--- config.mk ---
export PLATFORM = sky130hd
export DESIGN_NAME = pc_sequencer
export DESIGN_NICKNAME = d
export VERILOG_FILES = /design/src/pc_seq_pkg.sv /design/src/ret_stack_if.sv /design/src/ret_stack_mem.sv /design/src/pc_sequencer.sv
export VERILOG_INCLUDE_DIRS = /design/src /design/src/src
export SDC_FILE = /design/constraint.sdc
export NUM_CORES = 1
export LEC_CHECK = 0
export BUFFER_PORTS_ARGS = -buffer_cell sky130_fd_sc_hd__buf_4
export CAP_MARGIN = 20
export CORE_ASPECT_RATIO = 1.2
export CORE_MARGIN = 5
export CORE_UTILIZATION = 57
export CTS_CLUSTER_DIAMETER = 200
export DETAILED_ROUTE_END_ITERATION = 7
export MAX_ROUTING_LAYER = met4
export PLACE_DENSITY_LB_ADDON = 0.08
export SLEW_MARGIN = 5
export SYNTH_ARGS = -nofsm -noshare
export SYNTH_HDL_FRONTEND = slang
export SYNTH_SLANG_ARGS = --single-unit
--- constraint.sdc ---
create_clock -name mclk_in -period 4.6 [get_ports mclk_in]
set_input_delay 0.23 -clock mclk_in [delete_from_list [all_inputs] [get_ports mclk_in]]
set_output_delay 0.23 -clock mclk_in [all_outputs]
set_load 0.05 [all_outputs]
--- src/pc_seq_params.svh ---
`ifndef PC_SEQ_PARAMS_SVH
`define PC_SEQ_PARAMS_SVH

// widths
`define PC_WIDTH 13
`define PC_TARGET_WIDTH 11
`define STACK_DEPTH 8
`define STACK_PTR_WIDTH 3
`define DATA_ADDR_WIDTH 9

// field positions in the upper holding register
`define UPPER_LOAD_MSB 4
`define PAGE_BIT_LSB 3
`define PAGE_BIT_MSB 4

// register addresses on the core's file bus
`define ADDR_INDIRECT_PORT 8'h00
`define ADDR_PC_LOW 8'h02
`define ADDR_INDIRECT_PTR 8'h04
`define ADDR_PC_UPPER_HOLD 8'h0a

// reset values
`define PC_RESET 13'h0000
`define UPPER_HOLD_RESET 8'h00
`define PTR_RESET 8'h00
`define SP_RESET 3'h0

`endif

--- src/pc_seq_pkg.sv ---
package pc_seq_pkg;
    typedef enum logic [2:0] {
        PC_OP_STEP,
        PC_OP_HOLD,
        PC_OP_JUMP,
        PC_OP_CALL,
        PC_OP_RETURN,
        PC_OP_INTERRUPT
    } pc_op_t;
endpackage : pc_seq_pkg

--- src/ret_stack_if.sv ---
`timescale 1ns/1ps
`default_nettype none
`include "pc_seq_params.svh"
interface ret_stack_if;
    logic push;
    logic pop;
    logic [`PC_WIDTH-1:0] push_data;
    logic [`PC_WIDTH-1:0] top_data;
    modport owner (output push, output pop, output push_data, input top_data);
    modport store (input push, input pop, input push_data, output top_data);
endinterface : ret_stack_if
`default_nettype wire

--- src/ret_stack_mem.sv ---
`timescale 1ns/1ps
`default_nettype none
`include "pc_seq_params.svh"
module ret_stack_mem
    import pc_seq_pkg::*;
(
    input wire logic mclk_in,
    input wire logic rst_n_in,
    ret_stack_if.store stk
);
    logic [`PC_WIDTH-1:0] mem_q [`STACK_DEPTH];
    logic [`STACK_PTR_WIDTH-1:0] sp_q;
    logic [`STACK_PTR_WIDTH-1:0] sp_d;
    logic [`STACK_PTR_WIDTH-1:0] top_idx;
    logic [`PC_WIDTH-1:0] top_q;

    // ****************************************
    // circular pointer
    // ****************************************
    // RULE10 wrap no overflow
    assign sp_d = stk.push ? sp_q + 3'h1 : (stk.pop ? sp_q - 3'h1 : sp_q);
    assign top_idx = sp_d - 3'h1;
    assign stk.top_data = top_q;

    always_ff @(posedge mclk_in) begin
        if (!rst_n_in) begin
            sp_q <= `SP_RESET;
        end else begin
            sp_q <= sp_d;
        end
    end

    // RULE8 eight hidden entries
    always_ff @(posedge mclk_in) begin
        if (stk.push) begin
            mem_q[sp_q] <= stk.push_data;
        end
    end

    // registered top of stack, forwarded on push
    always_ff @(posedge mclk_in) begin
        if (!rst_n_in) begin
            top_q <= `PC_RESET;
        end else if (stk.push) begin
            top_q <= stk.push_data;
        end else begin
            top_q <= mem_q[top_idx];
        end
    end
endmodule : ret_stack_mem
`default_nettype wire

--- src/pc_sequencer.sv ---
`timescale 1ns/1ps
`default_nettype none
`include "pc_seq_params.svh"
// Overview of operation
// RULE1 - thirteen bit counter, low byte read/write
// RULE2 - high bits only via upper holding
// RULE3 - low byte write loads holding bits 4:0
// RULE4 - jump/call: 11-bit target, page from holding
// RULE5 - call pushes full return address
// RULE6 - returns pop top into whole counter
// RULE7 - interrupt pushes counter like a call
// RULE8 - eight by thirteen hidden stack
// RULE9 - stack ops leave holding untouched
// RULE10 - stack wraps circularly, no overflow flag
// RULE11 - holding bit 4 ignored for paging
// RULE12 - indirect port redirects to pointed register
// RULE13 - indirect read of itself gives zero
// RULE14 - indirect write to itself changes nothing
// RULE15 - nine-bit address: bank bit over pointer
// RULE16 - other instructions advance counter by one
module pc_sequencer
    import pc_seq_pkg::*;
(
    input wire logic mclk_in,
    input wire logic rst_n_in,
    input wire logic step_in,
    input wire pc_op_t op_in,
    input wire logic [`PC_TARGET_WIDTH-1:0] target_in,
    input wire logic [`PC_WIDTH-1:0] int_vector_in,
    input wire logic [7:0] file_addr_in,
    input wire logic file_wr_in,
    input wire logic [7:0] file_wdata_in,
    input wire logic [7:0] file_rdata_in,
    input wire logic indirect_bank_bit_in,
    output logic [`PC_WIDTH-1:0] pc_out,
    output logic [7:0] pc_low_byte_out,
    output logic [7:0] pc_upper_holding_out,
    output logic [7:0] indirect_pointer_out,
    output logic [`DATA_ADDR_WIDTH-1:0] data_addr_out,
    output logic data_wr_out,
    output logic [7:0] data_wdata_out,
    output logic [7:0] read_data_out
);
    logic [`PC_WIDTH-1:0] pc_q;
    logic [`PC_WIDTH-1:0] pc_d;
    logic [7:0] upper_q;
    logic [7:0] ptr_q;
    logic [`DATA_ADDR_WIDTH-1:0] daddr_q;
    logic dwr_q;
    logic [7:0] dwdata_q;
    logic [7:0] rdata_q;
    logic [`PC_WIDTH-1:0] pc_inc;
    logic [`PC_WIDTH-1:0] pc_branch;
    logic [`PC_WIDTH-1:0] pc_low_load;
    logic [`PC_WIDTH-1:0] pc_upper_bits;
    logic wr_pc_low;
    logic wr_upper;
    logic wr_ptr;
    logic is_indirect;
    logic ind_self;
    logic [7:0] eff_addr;
    logic [`DATA_ADDR_WIDTH-1:0] data_addr_d;
    logic data_wr_d;
    logic [7:0] read_data_d;
    logic [1:0] page_bits;
    logic do_push;
    logic do_pop;

    ret_stack_if stk ();

    ret_stack_mem u_stack (
        .mclk_in(mclk_in),
        .rst_n_in(rst_n_in),
        .stk(stk)
    );

    // ****************************************
    // register file decode
    // ****************************************
    // RULE12 indirect port redirect
    assign is_indirect = (file_addr_in == `ADDR_INDIRECT_PORT);
    assign eff_addr = is_indirect ? ptr_q : file_addr_in;
    // RULE13 self-access detect
    assign ind_self = is_indirect && (ptr_q == `ADDR_INDIRECT_PORT);
    // RULE14 self write suppressed
    assign wr_pc_low = file_wr_in && !ind_self && (eff_addr == `ADDR_PC_LOW);
    assign wr_upper = file_wr_in && !ind_self && (eff_addr == `ADDR_PC_UPPER_HOLD);
    assign wr_ptr = file_wr_in && !ind_self && (eff_addr == `ADDR_INDIRECT_PTR);
    assign data_wr_d = file_wr_in && !ind_self;
    // RULE15 bank bit over pointer
    assign data_addr_d = {indirect_bank_bit_in, eff_addr};

    // RULE13 self read gives zero
    assign read_data_d = ind_self ? 8'h00 :
                         (eff_addr == `ADDR_PC_LOW) ? pc_q[7:0] :
                         (eff_addr == `ADDR_PC_UPPER_HOLD) ? upper_q :
                         (eff_addr == `ADDR_INDIRECT_PTR) ? ptr_q :
                         file_rdata_in;

    // ****************************************
    // next program counter
    // ****************************************
    // RULE16 advance by one
    assign pc_inc = pc_q + 13'h0001;
    // RULE4 page from holding
    // RULE11 bit 4 ignored
    assign page_bits = {1'b0, upper_q[`PAGE_BIT_LSB]};
    assign pc_branch = {page_bits, target_in};
    // RULE3 holding into high bits
    assign pc_upper_bits = {upper_q[`UPPER_LOAD_MSB:0], 8'h00};
    // RULE2 high bits via holding
    assign pc_low_load = pc_upper_bits | {5'h00, file_wdata_in};

    // RULE5 call pushes return
    // RULE7 interrupt pushes
    assign do_push = step_in && (op_in == PC_OP_CALL || op_in == PC_OP_INTERRUPT);
    // RULE6 returns pop
    assign do_pop = step_in && (op_in == PC_OP_RETURN);
    assign stk.push = do_push;
    assign stk.pop = do_pop;
    assign stk.push_data = (op_in == PC_OP_INTERRUPT) ? pc_q : pc_inc;

    always_comb begin
        pc_d = pc_q;
        if (step_in) begin
            unique case (op_in)
                PC_OP_STEP: pc_d = wr_pc_low ? pc_low_load : pc_inc;
                PC_OP_HOLD: pc_d = pc_q;
                PC_OP_JUMP: pc_d = pc_branch;
                PC_OP_CALL: pc_d = pc_branch;
                PC_OP_RETURN: pc_d = stk.top_data;
                PC_OP_INTERRUPT: pc_d = int_vector_in;
                default: pc_d = pc_q;
            endcase
        end else if (wr_pc_low) begin
            pc_d = pc_low_load;
        end
    end

    // ****************************************
    // state registers
    // ****************************************
    // RULE1 thirteen bit counter
    always_ff @(posedge mclk_in) begin
        if (!rst_n_in) begin
            pc_q <= `PC_RESET;
        end else begin
            pc_q <= pc_d;
        end
    end

    // RULE9 holding written by software only
    always_ff @(posedge mclk_in) begin
        if (!rst_n_in) begin
            upper_q <= `UPPER_HOLD_RESET;
        end else if (wr_upper) begin
            upper_q <= file_wdata_in;
        end
    end

    always_ff @(posedge mclk_in) begin
        if (!rst_n_in) begin
            ptr_q <= `PTR_RESET;
        end else if (wr_ptr) begin
            ptr_q <= file_wdata_in;
        end
    end

    always_ff @(posedge mclk_in) begin
        if (!rst_n_in) begin
            daddr_q <= 9'h000;
            dwr_q <= 1'b0;
            dwdata_q <= 8'h00;
            rdata_q <= 8'h00;
        end else begin
            daddr_q <= data_addr_d;
            dwr_q <= data_wr_d;
            dwdata_q <= file_wdata_in;
            rdata_q <= read_data_d;
        end
    end

    assign pc_out = pc_q;
    assign pc_low_byte_out = pc_q[7:0];
    assign pc_upper_holding_out = upper_q;
    assign indirect_pointer_out = ptr_q;
    assign data_addr_out = daddr_q;
    assign data_wr_out = dwr_q;
    assign data_wdata_out = dwdata_q;
    assign read_data_out = rdata_q;
endmodule : pc_sequencer
`default_nettype wire

Yosys cells after proc, flatten, opt, wreduce, memory -nomap -nowiden
Memories as Yosys holds them, arrays and structs flattened. A register that Yosys moved wholly into a read port is not among the register bits.
Index checks and enable logic that the tools add are counted.
{"block": "totals", "reg_bits": 58, "ramBits": 104, "in_bits": 56, "out_inout_bits": 63, "wordCells": 53, "mem_count": 1}
{"block": "classes", "n_addsub": 4, "eq_ne": 8, "n_mux": 13, "bitwise_logic": 2, "n_reduce_logical": 17}
{"memory": "u_stack.mem_q", "words": 8, "word_bits": 13, "read_ports": 1, "rd_ports_with_merged_regs": 1, "write_ports": 1, "line": "ret_stack_mem.sv:11", "source": "logic [`PC_WIDTH-1:0] mem_q [`STACK_DEPTH];"}
{"cell": "$mux 13", "n": 4}
{"cell": "$pmux 13 s4", "n": 1}
{"cell": "$mux 8", "n": 4}
{"cell": "$logic_not 8->1", "n": 2}
{"cell": "$add 13x1->13 const B", "n": 1}
{"cell": "$or 13x8->13", "n": 1}
{"cell": "$eq 8x2->1 const B", "n": 1}
{"cell": "$eq 8x3->1 const B", "n": 1}
{"cell": "$eq 8x4->1 const B", "n": 1}
{"cell": "$logic_and 1x1->1", "n": 7}
{"cell": "$eq 3x2->1 const B", "n": 2}
{"cell": "$eq 3x3->1 const B", "n": 2}
{"cell": "$mux 3", "n": 2}
{"cell": "$sub 3x1->3 const B", "n": 2}
{"cell": "$ne 5x2->1 const B", "n": 1}
{"cell": "$reduce_or 2->1", "n": 2}
{"cell": "$add 3x1->3 const B", "n": 1}
{"cell": "$logic_not 3->1", "n": 1}
{"cell": "$logic_not 1->1", "n": 2}
{"cell": "$mux 1", "n": 2}
{"cell": "$reduce_and 2->1", "n": 1}
{"cell": "$reduce_bool 2->1", "n": 1}
{"cell": "$logic_or 1x1->1", "n": 1}
{"cell": "$not 1->1", "n": 1}

Logic depth before layout (Yosys ltp)
Gate-level depths: netlist of run 1.
{"block": "depth", "depth_word": 8, "ltp_mapped": 12, "depth_no_buf": 10}

Cells and area by module
From an unflattened synthesis of run 1, not the netlist that was laid out.
{"block": "hier_totals", "hier_cells": 657, "area_unflattened_um2": 8061.5}
{"mod": "ret_stack_mem", "instances": 1, "cells_each": 232, "area_per_inst_um2": 4635.7, "seq_area_each_um2": 3443.3}
{"mod": "pc_sequencer", "instances": 1, "cells_each": 425, "area_per_inst_um2": 3425.8, "seq_area_each_um2": 1101.1}

Worst setup path before layout of run 1
No wires, ideal clock.
{"block": "synth_timing", "kind": "input port to flip-flop", "from": "input port op_in[1]", "to": "register u_stack.top_q[2] (netlist: u_stack.stk.top_data[2]), read port of u_stack.mem_q", "setup_time_ns": 0.131, "arrival_time_ns": 3.103, "required_time_ns": 4.469, "path_slack_ns": 1.367, "stages": 12, "n_path_buf": 5, "cell_sequence": "and2b_1 > buf_1 > clkbuf_1 > a22o_1 > a2bb2oi_1 > ha_1 > clkbuf_1 > clkbuf_1 > clkbuf_1 > mux4_2 > mux2i_1 > a21oi_1"}
{"block": "synth_via", "elab_chain_len": 5, "elab_cells_between_ends": 9, "classes_between": "1 x add/sub; 3 x eq/ne; 2 x mux; 3 x reduce/logical"}
{"item": "start: declaration", "line": "pc_sequencer.sv:27", "source": "input wire pc_op_t op_in,"}
{"item": "$eq 3x3->1 (tied with other cells)", "line": "pc_sequencer.sv:118", "source": "assign do_pop = step_in && (op_in == PC_OP_RETURN);"}
{"item": "$logic_and 1x1->1 / $logic_or 1x1->1 (equally long branches)", "line": "pc_sequencer.sv:118, pc_sequencer.sv:116"}
{"item": "$mux 3 / $logic_and 1x1->1 (equally long branches)", "line": "ret_stack_mem.sv:21, pc_sequencer.sv:116"}
{"item": "$mux 3 (*)", "line": "ret_stack_mem.sv:21", "source": "assign sp_d = stk.push ? sp_q + 3'h1 : (stk.pop ? sp_q - 3'h1 : sp_q);"}
{"item": "$sub 3x1->3 (*)", "line": "ret_stack_mem.sv:22", "source": "assign top_idx = sp_d - 3'h1;"}
{"item": "end: declaration", "line": "ret_stack_mem.sv:15", "source": "logic [`PC_WIDTH-1:0] top_q;"}
Every way passes the cells marked *; elsewhere a longest branch is shown, timed or not.
A chain may end at the register's enable or synchronous reset.

Final worst setup path of run 1
{"block": "layout_timing", "from": "register u_stack.sp_q[0]", "to": "register u_stack.top_q[3] (netlist: u_stack.stk.top_data[3]), read port of u_stack.mem_q"}
{"block": "layout_via", "elab_chain_len": 4, "elab_cells_between_ends": 5, "classes_between": "3 x add/sub; 2 x mux"}
{"item": "start: declaration", "line": "ret_stack_mem.sv:12", "source": "logic [`STACK_PTR_WIDTH-1:0] sp_q;"}
{"item": "start signal: assignment", "line": "ret_stack_mem.sv:27", "source": "sp_q <= `SP_RESET;"}
{"item": "start signal: assignment", "line": "ret_stack_mem.sv:29", "source": "sp_q <= sp_d;"}
{"item": "$sub 3x1->3", "line": "ret_stack_mem.sv:21"}
{"item": "$mux 3", "line": "ret_stack_mem.sv:21"}
{"item": "$mux 3 (*)", "line": "ret_stack_mem.sv:21"}
{"item": "$sub 3x1->3 (*)", "line": "ret_stack_mem.sv:22"}
Marked as above.

==> results.sh, run 1 <==
export IMPL_path_max_fanout=27
export IMPL_root_buffer="clkbuf_16"
export IMPL_antenna_cells=0
export IMPL_slew_limit_headroom_pct=32.2
export IMPL_drc=0
export IMPL_status="finished, final reports clean"
export IMPL_io_buffers=118
export IMPL_ys_types=68
export IMPL_drive_gt1_share_pct=30.1
export IMPL_synth_largest_area_cell="edfxtp_1"
export IMPL_first_global_vias=5748
export IMPL_worstSetupPathType="reg2reg"
export IMPL_met2_usage_pct=42.7
export IMPL_grt_max_degree=40
export IMPL_rows=47
export IMPL_switching_share_pct=27.0
export IMPL_area_delta_synth_final_pct=19.1
export IMPL_synth_top_area_share_pct=38.9
export IMPL_synth_seq_cells=175
export IMPL_synthTopCellsByArea="edfxtp_1, dfxtp_1, mux4_2"
export IMPL_avgRoutedWirePerCell_um=22.5
export IMPL_synth_compound_area_share_pct=13.5
export IMPL_drt_pass1_iterations=5
export IMPL_yosysSeqAreaShare_pct=56.6
export IMPL_start_util_pct=58.1
export IMPL_drtIter0Drc=542
export IMPL_fin_crit_sh_pct=70.7
export IMPL_power_frac_comb_pct=16.0
export IMPL_startpoint_type="flip-flop"
export IMPL_switchingPower_uw=1010
export IMPL_register_area_mm2=0.00454
export IMPL_syn_nets=687
export IMPL_final_hold_violation_count=0
export IMPL_vias=5680
export IMPL_fmax_ghz=0.307
export IMPL_synthFlopType="edfxtp_1"
export IMPL_synth_edf_count=104
export IMPL_die_height_um=140
export IMPL_cts_buffer_depth=2
export IMPL_hp_class="in2reg"
export IMPL_fin_crit_ns=3.25
export IMPL_synthXorXnorAreaFrac_pct=3.40
export IMPL_fillers=998
export IMPL_fin_setup_tns_ns=0
export IMPL_ir_drop_mv=0.337
export IMPL_maxCapViolCount=0
export IMPL_clkTransAtPathRegs_ns=0.07
export IMPL_synth_simple_gate_area_share_pct=8.90
export IMPL_cts_max_level=4
export IMPL_nNetsFinal=791
export IMPL_synth_mux_area_share_pct=13.3
export IMPL_grt_use_met3_pct=6.41
export IMPL_rsz0062_at_grt="false"
export IMPL_ctsResizeCount=0
export IMPL_grt_pass1_wl_um=32200
export IMPL_dieArea_mm2=0.0166
export IMPL_synthAdderAreaFrac_pct=0.624
export IMPL_final_common_cell="buf_4"
export IMPL_multi_input_area_mm2=0.00320
export IMPL_cp_arrival_ns=3.58
export IMPL_mappedNetlistArea_mm2=0.00803
export IMPL_total_leakage_power_uw=0.00360
export IMPL_core_area_mm2=0.0138
export IMPL_syn_inst=627
export IMPL_synth_top_family_by_area="compound AO/OA/AOI/OAI gates"
export IMPL_grt_total_usage_pct=25.8
export IMPL_cts_sinks=175
export IMPL_grt_busiest_layer="met2"
export IMPL_cts_buffers=17
export IMPL_grt_use_met1_pct=29.3
export IMPL_required_ns=4.93
export IMPL_pwr_share_seq_pct=47.3
export IMPL_min_path_cells=3
export IMPL_r2r_cells=10
export IMPL_insertion_delay_ns=0.43
export IMPL_end_kind="flip-flop"
export IMPL_finalSetupViolations=0
export IMPL_powerDensity_mw_per_mm2=391
export IMPL_boundaryPins=119
export IMPL_grt_overflow_total=0
export IMPL_post_synth_cell_area_avg_um2=12.8
export IMPL_worstMarginPinSlew_ns=1.02
export IMPL_clkPwrFrac_pct=36.7
export IMPL_routed_wl_um=20600
export IMPL_vias_per_cell=6.21
export IMPL_internal_power_uw=2720
export IMPL_die_w_um=118
export IMPL_hpwl_um=14400
export IMPL_place_congestion=0.957
export IMPL_cts_tree="built"
export IMPL_postRouteAntennaNets=0
export IMPL_antenna_found_initial=0
export IMPL_final_max_slew_viol_count=0
export IMPL_ys_async_sr_fraction_pct=0
export IMPL_place_ws_ns=1.19
export IMPL_setup_ws_ns=1.35
export IMPL_mostFrequentLayoutCells="buf_4, edfxtp_1, dfxtp_1, nor2_1, a21oi_1"
export IMPL_yosys_warnings=0
export IMPL_clock_skew_ns=0.00960
[worst paths after layout]
| check | from | end | slack (ns) |
|---|---|---|---|
| max | u_stack.sp_q[0]$_SDFF_PN0_ | u_stack.stk.top_data[3]$_SDFF_PN0_ | 1.35 |
| min | file_addr_in[5] | data_addr_out[5]$_SDFF_PN0_ | 0.02 |
| max reg2reg | u_stack.sp_q[0]$_SDFF_PN0_ | u_stack.stk.top_data[3]$_SDFF_PN0_ | 1.35 |
| min reg2reg | pc_upper_holding_out[6]$_SDFFE_PN0P_ | pc_upper_holding_out[6]$_SDFFE_PN0P_ | 0.55 |
[repair_timing]
| item | in CTS | in global routing |
|---|---|---|
| hold endpoints to repair | 2 | 0 |
| hold buffers | 2 | 0 |
| buffers inserted | 0 | 0 |
[metrics by stage]
stage	power (uW)	std cells	util (%)	hold slack, ns	cell area, um^2
global placement	2380	880	64.9	0.437	8970
finish	3730	915	69.2	0.0237	9560
floorplan	2220	627	-	0.347	8030
global route	3870	915	69.2	0.0298	9560
CTS	3750	914	69.1	0.00393	9550
detailed placement	2390	880	64.9	0.442	8970
[power by group through the flow]
stage / logic [uW] / clock network [uW] / registers [uW]
6_report: 597 / 1370 / 1770
5_1_grt: 636 / 1460 / 1770
4_1_cts: 597 / 1390 / 1760
3_5_place_dp: 592 / 0 / 1800
3_3_place_gp: 582 / 0 / 1800
2_1_floorplan: 369 / 0 / 1850
[layer usage]
layer  share of wire, %  vias up
li1                   -     2596
met1                 37     2759
met2                 51      267
met3                8.1       58
met4                3.9        0
met5                  0        -
[flip-flops by register name, summed over array words and instances (netlist names)]
| name | flops |
|---|---|
| read_data_out | 8 |
| data_wdata_out | 8 |
| u_stack.sp_q | 3 |
| data_addr_out | 9 |
| data_wr_out | 1 |
| indirect_pointer_out | 8 |
| u_stack.stk.top_data | 13 |
| pc_upper_holding_out | 8 |
| pc_out | 13 |
| u_stack.mem_q | 104 |
[cell usage after synthesis, drive strengths merged (3+ instances only)]
library cell and count:
a21oi 42, mux4 26, nor3 9, o221ai 4, dfxtp 71, mux2 14, edfxtp 104, nor3b 4
o22ai 6, o21ai 29, clkbuf 27, nand2b 3, inv 9, a31oi 13, mux2i 31, and2 11
nand2 26, nor2 50, xnor2 19, xor2 10, buf 22, nand4 4, nor2b 8, o32ai 3
o221a 7, a221o 10, a221oi 8, o211ai 3, nand3 7, a22oi 3, and3 5, a21o 11
ha 4
[critical path, cell delays in order, from the launching register on]
cell and delay, ns:
dfxtp_1 0.47, inv_1 0.10, ha_1 0.34, xnor2_1 0.14, a22o_1 0.18, a2bb2oi_1 0.22
ha_1 0.18, buf_4 0.34, xor2_1 0.21, nand3_1 0.47, o221a_2 0.48
[cell type report]
class	instances	area share, %
repair buffers	134	10.6
flip-flops and latches	175	47.5
inverters	9	0.353
multi-input cells	394	33.5
clock buffers	17	4.45
well taps	171	2.24
clock inverters	15	1.37
[cell families (layout without fill, tap and decap cells)]
family,count (synthesis),count (layout)
AOI/OAI and AO/OA,151,151
xor gates and xnor gates,29,29
adders and majority gates,4,4
buffers and inverters,58,175
DFF,175,175
muxes,71,71
and+or+nand+nor,139,139
Power figures use the tool's default switching activity.
==> run 2, diff against run 1 <==
--- a/config.mk
+++ b/config.mk
@@ -6,6 +6,7 @@
 export SDC_FILE = /design/constraint.sdc
 export NUM_CORES = 1
 export LEC_CHECK = 0
+export ABC_AREA = 1
 export BUFFER_PORTS_ARGS = -buffer_cell sky130_fd_sc_hd__buf_4
 export CAP_MARGIN = 20
 export CORE_ASPECT_RATIO = 1.2
==> constraint.sdc (replaced) <==
create_clock -name mclk_in -period 3.35 [get_ports mclk_in]
set_input_delay 0.1675 -clock mclk_in [delete_from_list [all_inputs] [get_ports mclk_in]]
set_output_delay 0.1675 -clock mclk_in [all_outputs]
set_load 0.05 [all_outputs]
==> run 2 against run 1 <==
Combinational power up 50%. Sequential cell count unchanged. Synthesized cell count up 53%.
==> results.sh, run 2 <==
export IMPL_die_w_um=120
export IMPL_hp_class="in2reg"
export IMPL_first_global_vias=6598
export IMPL_vias=7012
export IMPL_largest_reg_flops=104
export IMPL_worstSetupPathType="in2reg"
export IMPL_syn_inst=958
export IMPL_postRouteAntennaNets=0
export IMPL_synth_top_area_share_pct=37.9
export IMPL_ys_types=39
export IMPL_path_max_fanout=23
export IMPL_powerDensity_mw_per_mm2=524
export IMPL_fin_crit_sh_pct=86.7
export IMPL_place_congestion=0.981
export IMPL_synth_common_cells="nand2_1, edfxtp_1, inv_1, nor2_1, nand3_1"
export IMPL_ir_drop_mv=0.298
export IMPL_area_delta_synth_final_pct=20.7
export IMPL_end_kind="flip-flop"
export IMPL_cpPeakStageDelay_ns=0.54
export IMPL_maxCapViolCount=0
export IMPL_avgRoutedWirePerCell_um=18.1
export IMPL_insertion_delay_ns=0.43
export IMPL_status="finished, final reports clean"
export IMPL_synthTopCellsByArea="edfxtp_1, dfxtp_1, nand2_1"
export IMPL_cpMostUsedCell="nand2_2"
export IMPL_required_ns=3.71
export IMPL_stdcell_count=1265
export IMPL_grt_use_met3_pct=5.86
export IMPL_start_util_pct=57.6
export IMPL_post_synth_cell_area_avg_um2=8.60
export IMPL_startpoint_type="input pin"
export IMPL_synth_largest_area_cell="edfxtp_1"
export IMPL_met2_usage_pct=46.3
export IMPL_fin_crit_ns=2.91
export IMPL_synthFlopType="edfxtp_1"
export IMPL_root_buffer="clkbuf_16"
export IMPL_finalSetupViolations=0
export IMPL_place_ws_ns=0.532
export IMPL_setup_ws_ns=0.444
export IMPL_slew_limit_headroom_pct=28.2
export IMPL_largest_register="u_stack.mem_q"
export IMPL_mappedNetlistArea_mm2=0.00824
export IMPL_ys_async_sr_fraction_pct=0
export IMPL_mostFrequentLayoutCells="nand2_1, buf_4, edfxtp_1, inv_1, nor2_1"
export IMPL_fin_setup_tns_ns=0
export IMPL_routed_wl_um=22900
export IMPL_place_inst=1215
export IMPL_io_buffers=118
export IMPL_grt_use_met1_pct=35.4
export IMPL_boundaryPins=119
export IMPL_yosysSeqAreaShare_pct=55.2
export IMPL_final_hold_violation_count=0
export IMPL_grt_overflow_total=0
export IMPL_synth_seq_cells=175
export IMPL_nNetsFinal=1137
export IMPL_yosys_warnings=0
export IMPL_total_leakage_power_uw=0.00435
export IMPL_dieArea_mm2=0.0170
export IMPL_synthMostInstantiatedCell="nand2_1"
export IMPL_cp_cell_sequence="dlygate4sd3_1 > buf_4 > nor2_1 > nand2_1 > nor2_2 > nand2_2 > nand2_2 > nand2_2 > nor2_4 > nand3_4 > nand2_2 > nand2_2 > inv_1 > o21ai_0 > a21oi_1"
export IMPL_cts_max_level=4
export IMPL_rsz0062_at_grt="false"
export IMPL_antenna_cells=0
export IMPL_drive_gt1_share_pct=18.8
export IMPL_grt_total_usage_pct=28.3
export IMPL_clock_skew_ns=0.00783
export IMPL_cts_sinks=175
export IMPL_antenna_found_initial=0
export IMPL_grt_busiest_layer="met2"
export IMPL_rows=48
export IMPL_cts_buffers=17
export IMPL_drtIter0Drc=737
export IMPL_clkTransAtPathRegs_ns=0.07
export IMPL_vias_per_cell=5.54
export IMPL_grt_max_degree=53
export IMPL_drt_pass1_iterations=6
export IMPL_syn_nets=1018
export IMPL_finish_utilization_pct=69.6
export IMPL_cts_tree="built"
export IMPL_hpwl_um=15600
export IMPL_cts_buffer_depth=2
export IMPL_final_common_cell="nand2_1"
export IMPL_final_max_slew_viol_count=0
export IMPL_synth_edf_count=104
export IMPL_die_height_um=142
export IMPL_drc=0
export IMPL_grt_pass1_wl_um=35700
export IMPL_cp_arrival_ns=3.26
export IMPL_fillers=1171
export IMPL_slowest_stage="dlygate4sd3_1"
export IMPL_ctsResizeCount=0
export IMPL_worstMarginPinSlew_ns=1.07
export IMPL_core_area_mm2=0.0143
export IMPL_fmax_ghz=0.344
-- run 2: cell types whose count changed after synthesis, moves of 12 or more --
cell	previous run	this run
mux2_2	14	0
inv_1	9	94
o21ai_0	26	50
nand3_1	7	76
nand2_1	26	234
xnor2_1	18	4
buf_2	6	18
o21ai_1	3	34
nand4_1	4	19
mux4_2	22	0
mux2i_1	31	1
a31oi_1	12	0
nor2_1	50	88
-- run 2: worst paths after layout --
path / from / end / slack [ns] / cells after the start
worst max-delay path: file_addr_in[7] / pc_out[12]$_SDFFE_PN0P_ / 0.44 / 15
worst min-delay path: int_vector_in[0] / pc_out[0]$_SDFFE_PN0P_ / 0.12 / 5
worst max register to register: pc_out[0]$_SDFFE_PN0P_ / u_stack.stk.top_data[8]$_SDFF_PN0_ / 0.49 / 11
worst min register to register: pc_upper_holding_out[5]$_SDFFE_PN0P_ / pc_upper_holding_out[5]$_SDFFE_PN0P_ / 0.51 / 2
-- run 2: cell type report --
| cell class | count | area, um^2 | share of cell area [%] |
|---|---|---|---|
| Sequential cell | 175 | 4540 | 45.7 |
| Multi-Input combinational cell | 629 | 3040 | 30.6 |
| Timing Repair Buffer | 158 | 1230 | 12.4 |
| Clock buffer | 18 | 439 | 4.42 |
| Inverter | 96 | 360 | 3.62 |
| Tap cell | 175 | 219 | 2.20 |
| Clock inverter | 14 | 113 | 1.13 |
-- run 2: cells by family after synthesis --
family                   share of synthesized area, %
multiplexers                                    0.122
flip-flops                                       55.2
AND/OR/NAND/NOR                                  23.6
AO/OA/AOI/OAI                                    10.9
buffers and inverters                            8.08
adder cells (fa/ha/maj)                         0.608
XOR/XNOR                                         1.49
-- run 2: where the power goes --
group,switching (uW),internal (uW),total (uW),leakage (uW)
registers,67.4,2370,2430,0.00153
clock network,840,1040,1880,0.000261
logic,598,298,896,0.00256
-- run 2: worst max-delay path: cells and delay by family --
kind | cells | cell delay, ns
simple gates | 10 | 1.94
buf+inv | 3 | 0.91
compound gates | 2 | 0.23
-- run 2: timing repair --
item                      4_1_cts  5_1_grt
hold endpoints to repair       17        0
hold buffers                   17        0
setup buffers                   0        0
-- run 2: layer usage --
metal  part of all wire [%]  up-vias
met5                      0        -
li1                       -     3404
met3                    7.1       45
met1                     40     3270
met2                     50      293
met4                    2.1        0
-- run 2: metrics by stage --
| stage | cell area [um^2] | hold slack, ns | total power [uW] |
|---|---|---|---|
| 3_5_place_dp | 9210 | 0.363 | 3340 |
| 3_3_place_gp | 9210 | 0.354 | 3340 |
| 5_1_grt | 9940 | 0.131 | 5420 |
| 2_1_floorplan | 8240 | 0.261 | 3050 |
| 4_1_cts | 9930 | 0.108 | 5200 |
| 6_report | 9940 | 0.119 | 5210 |
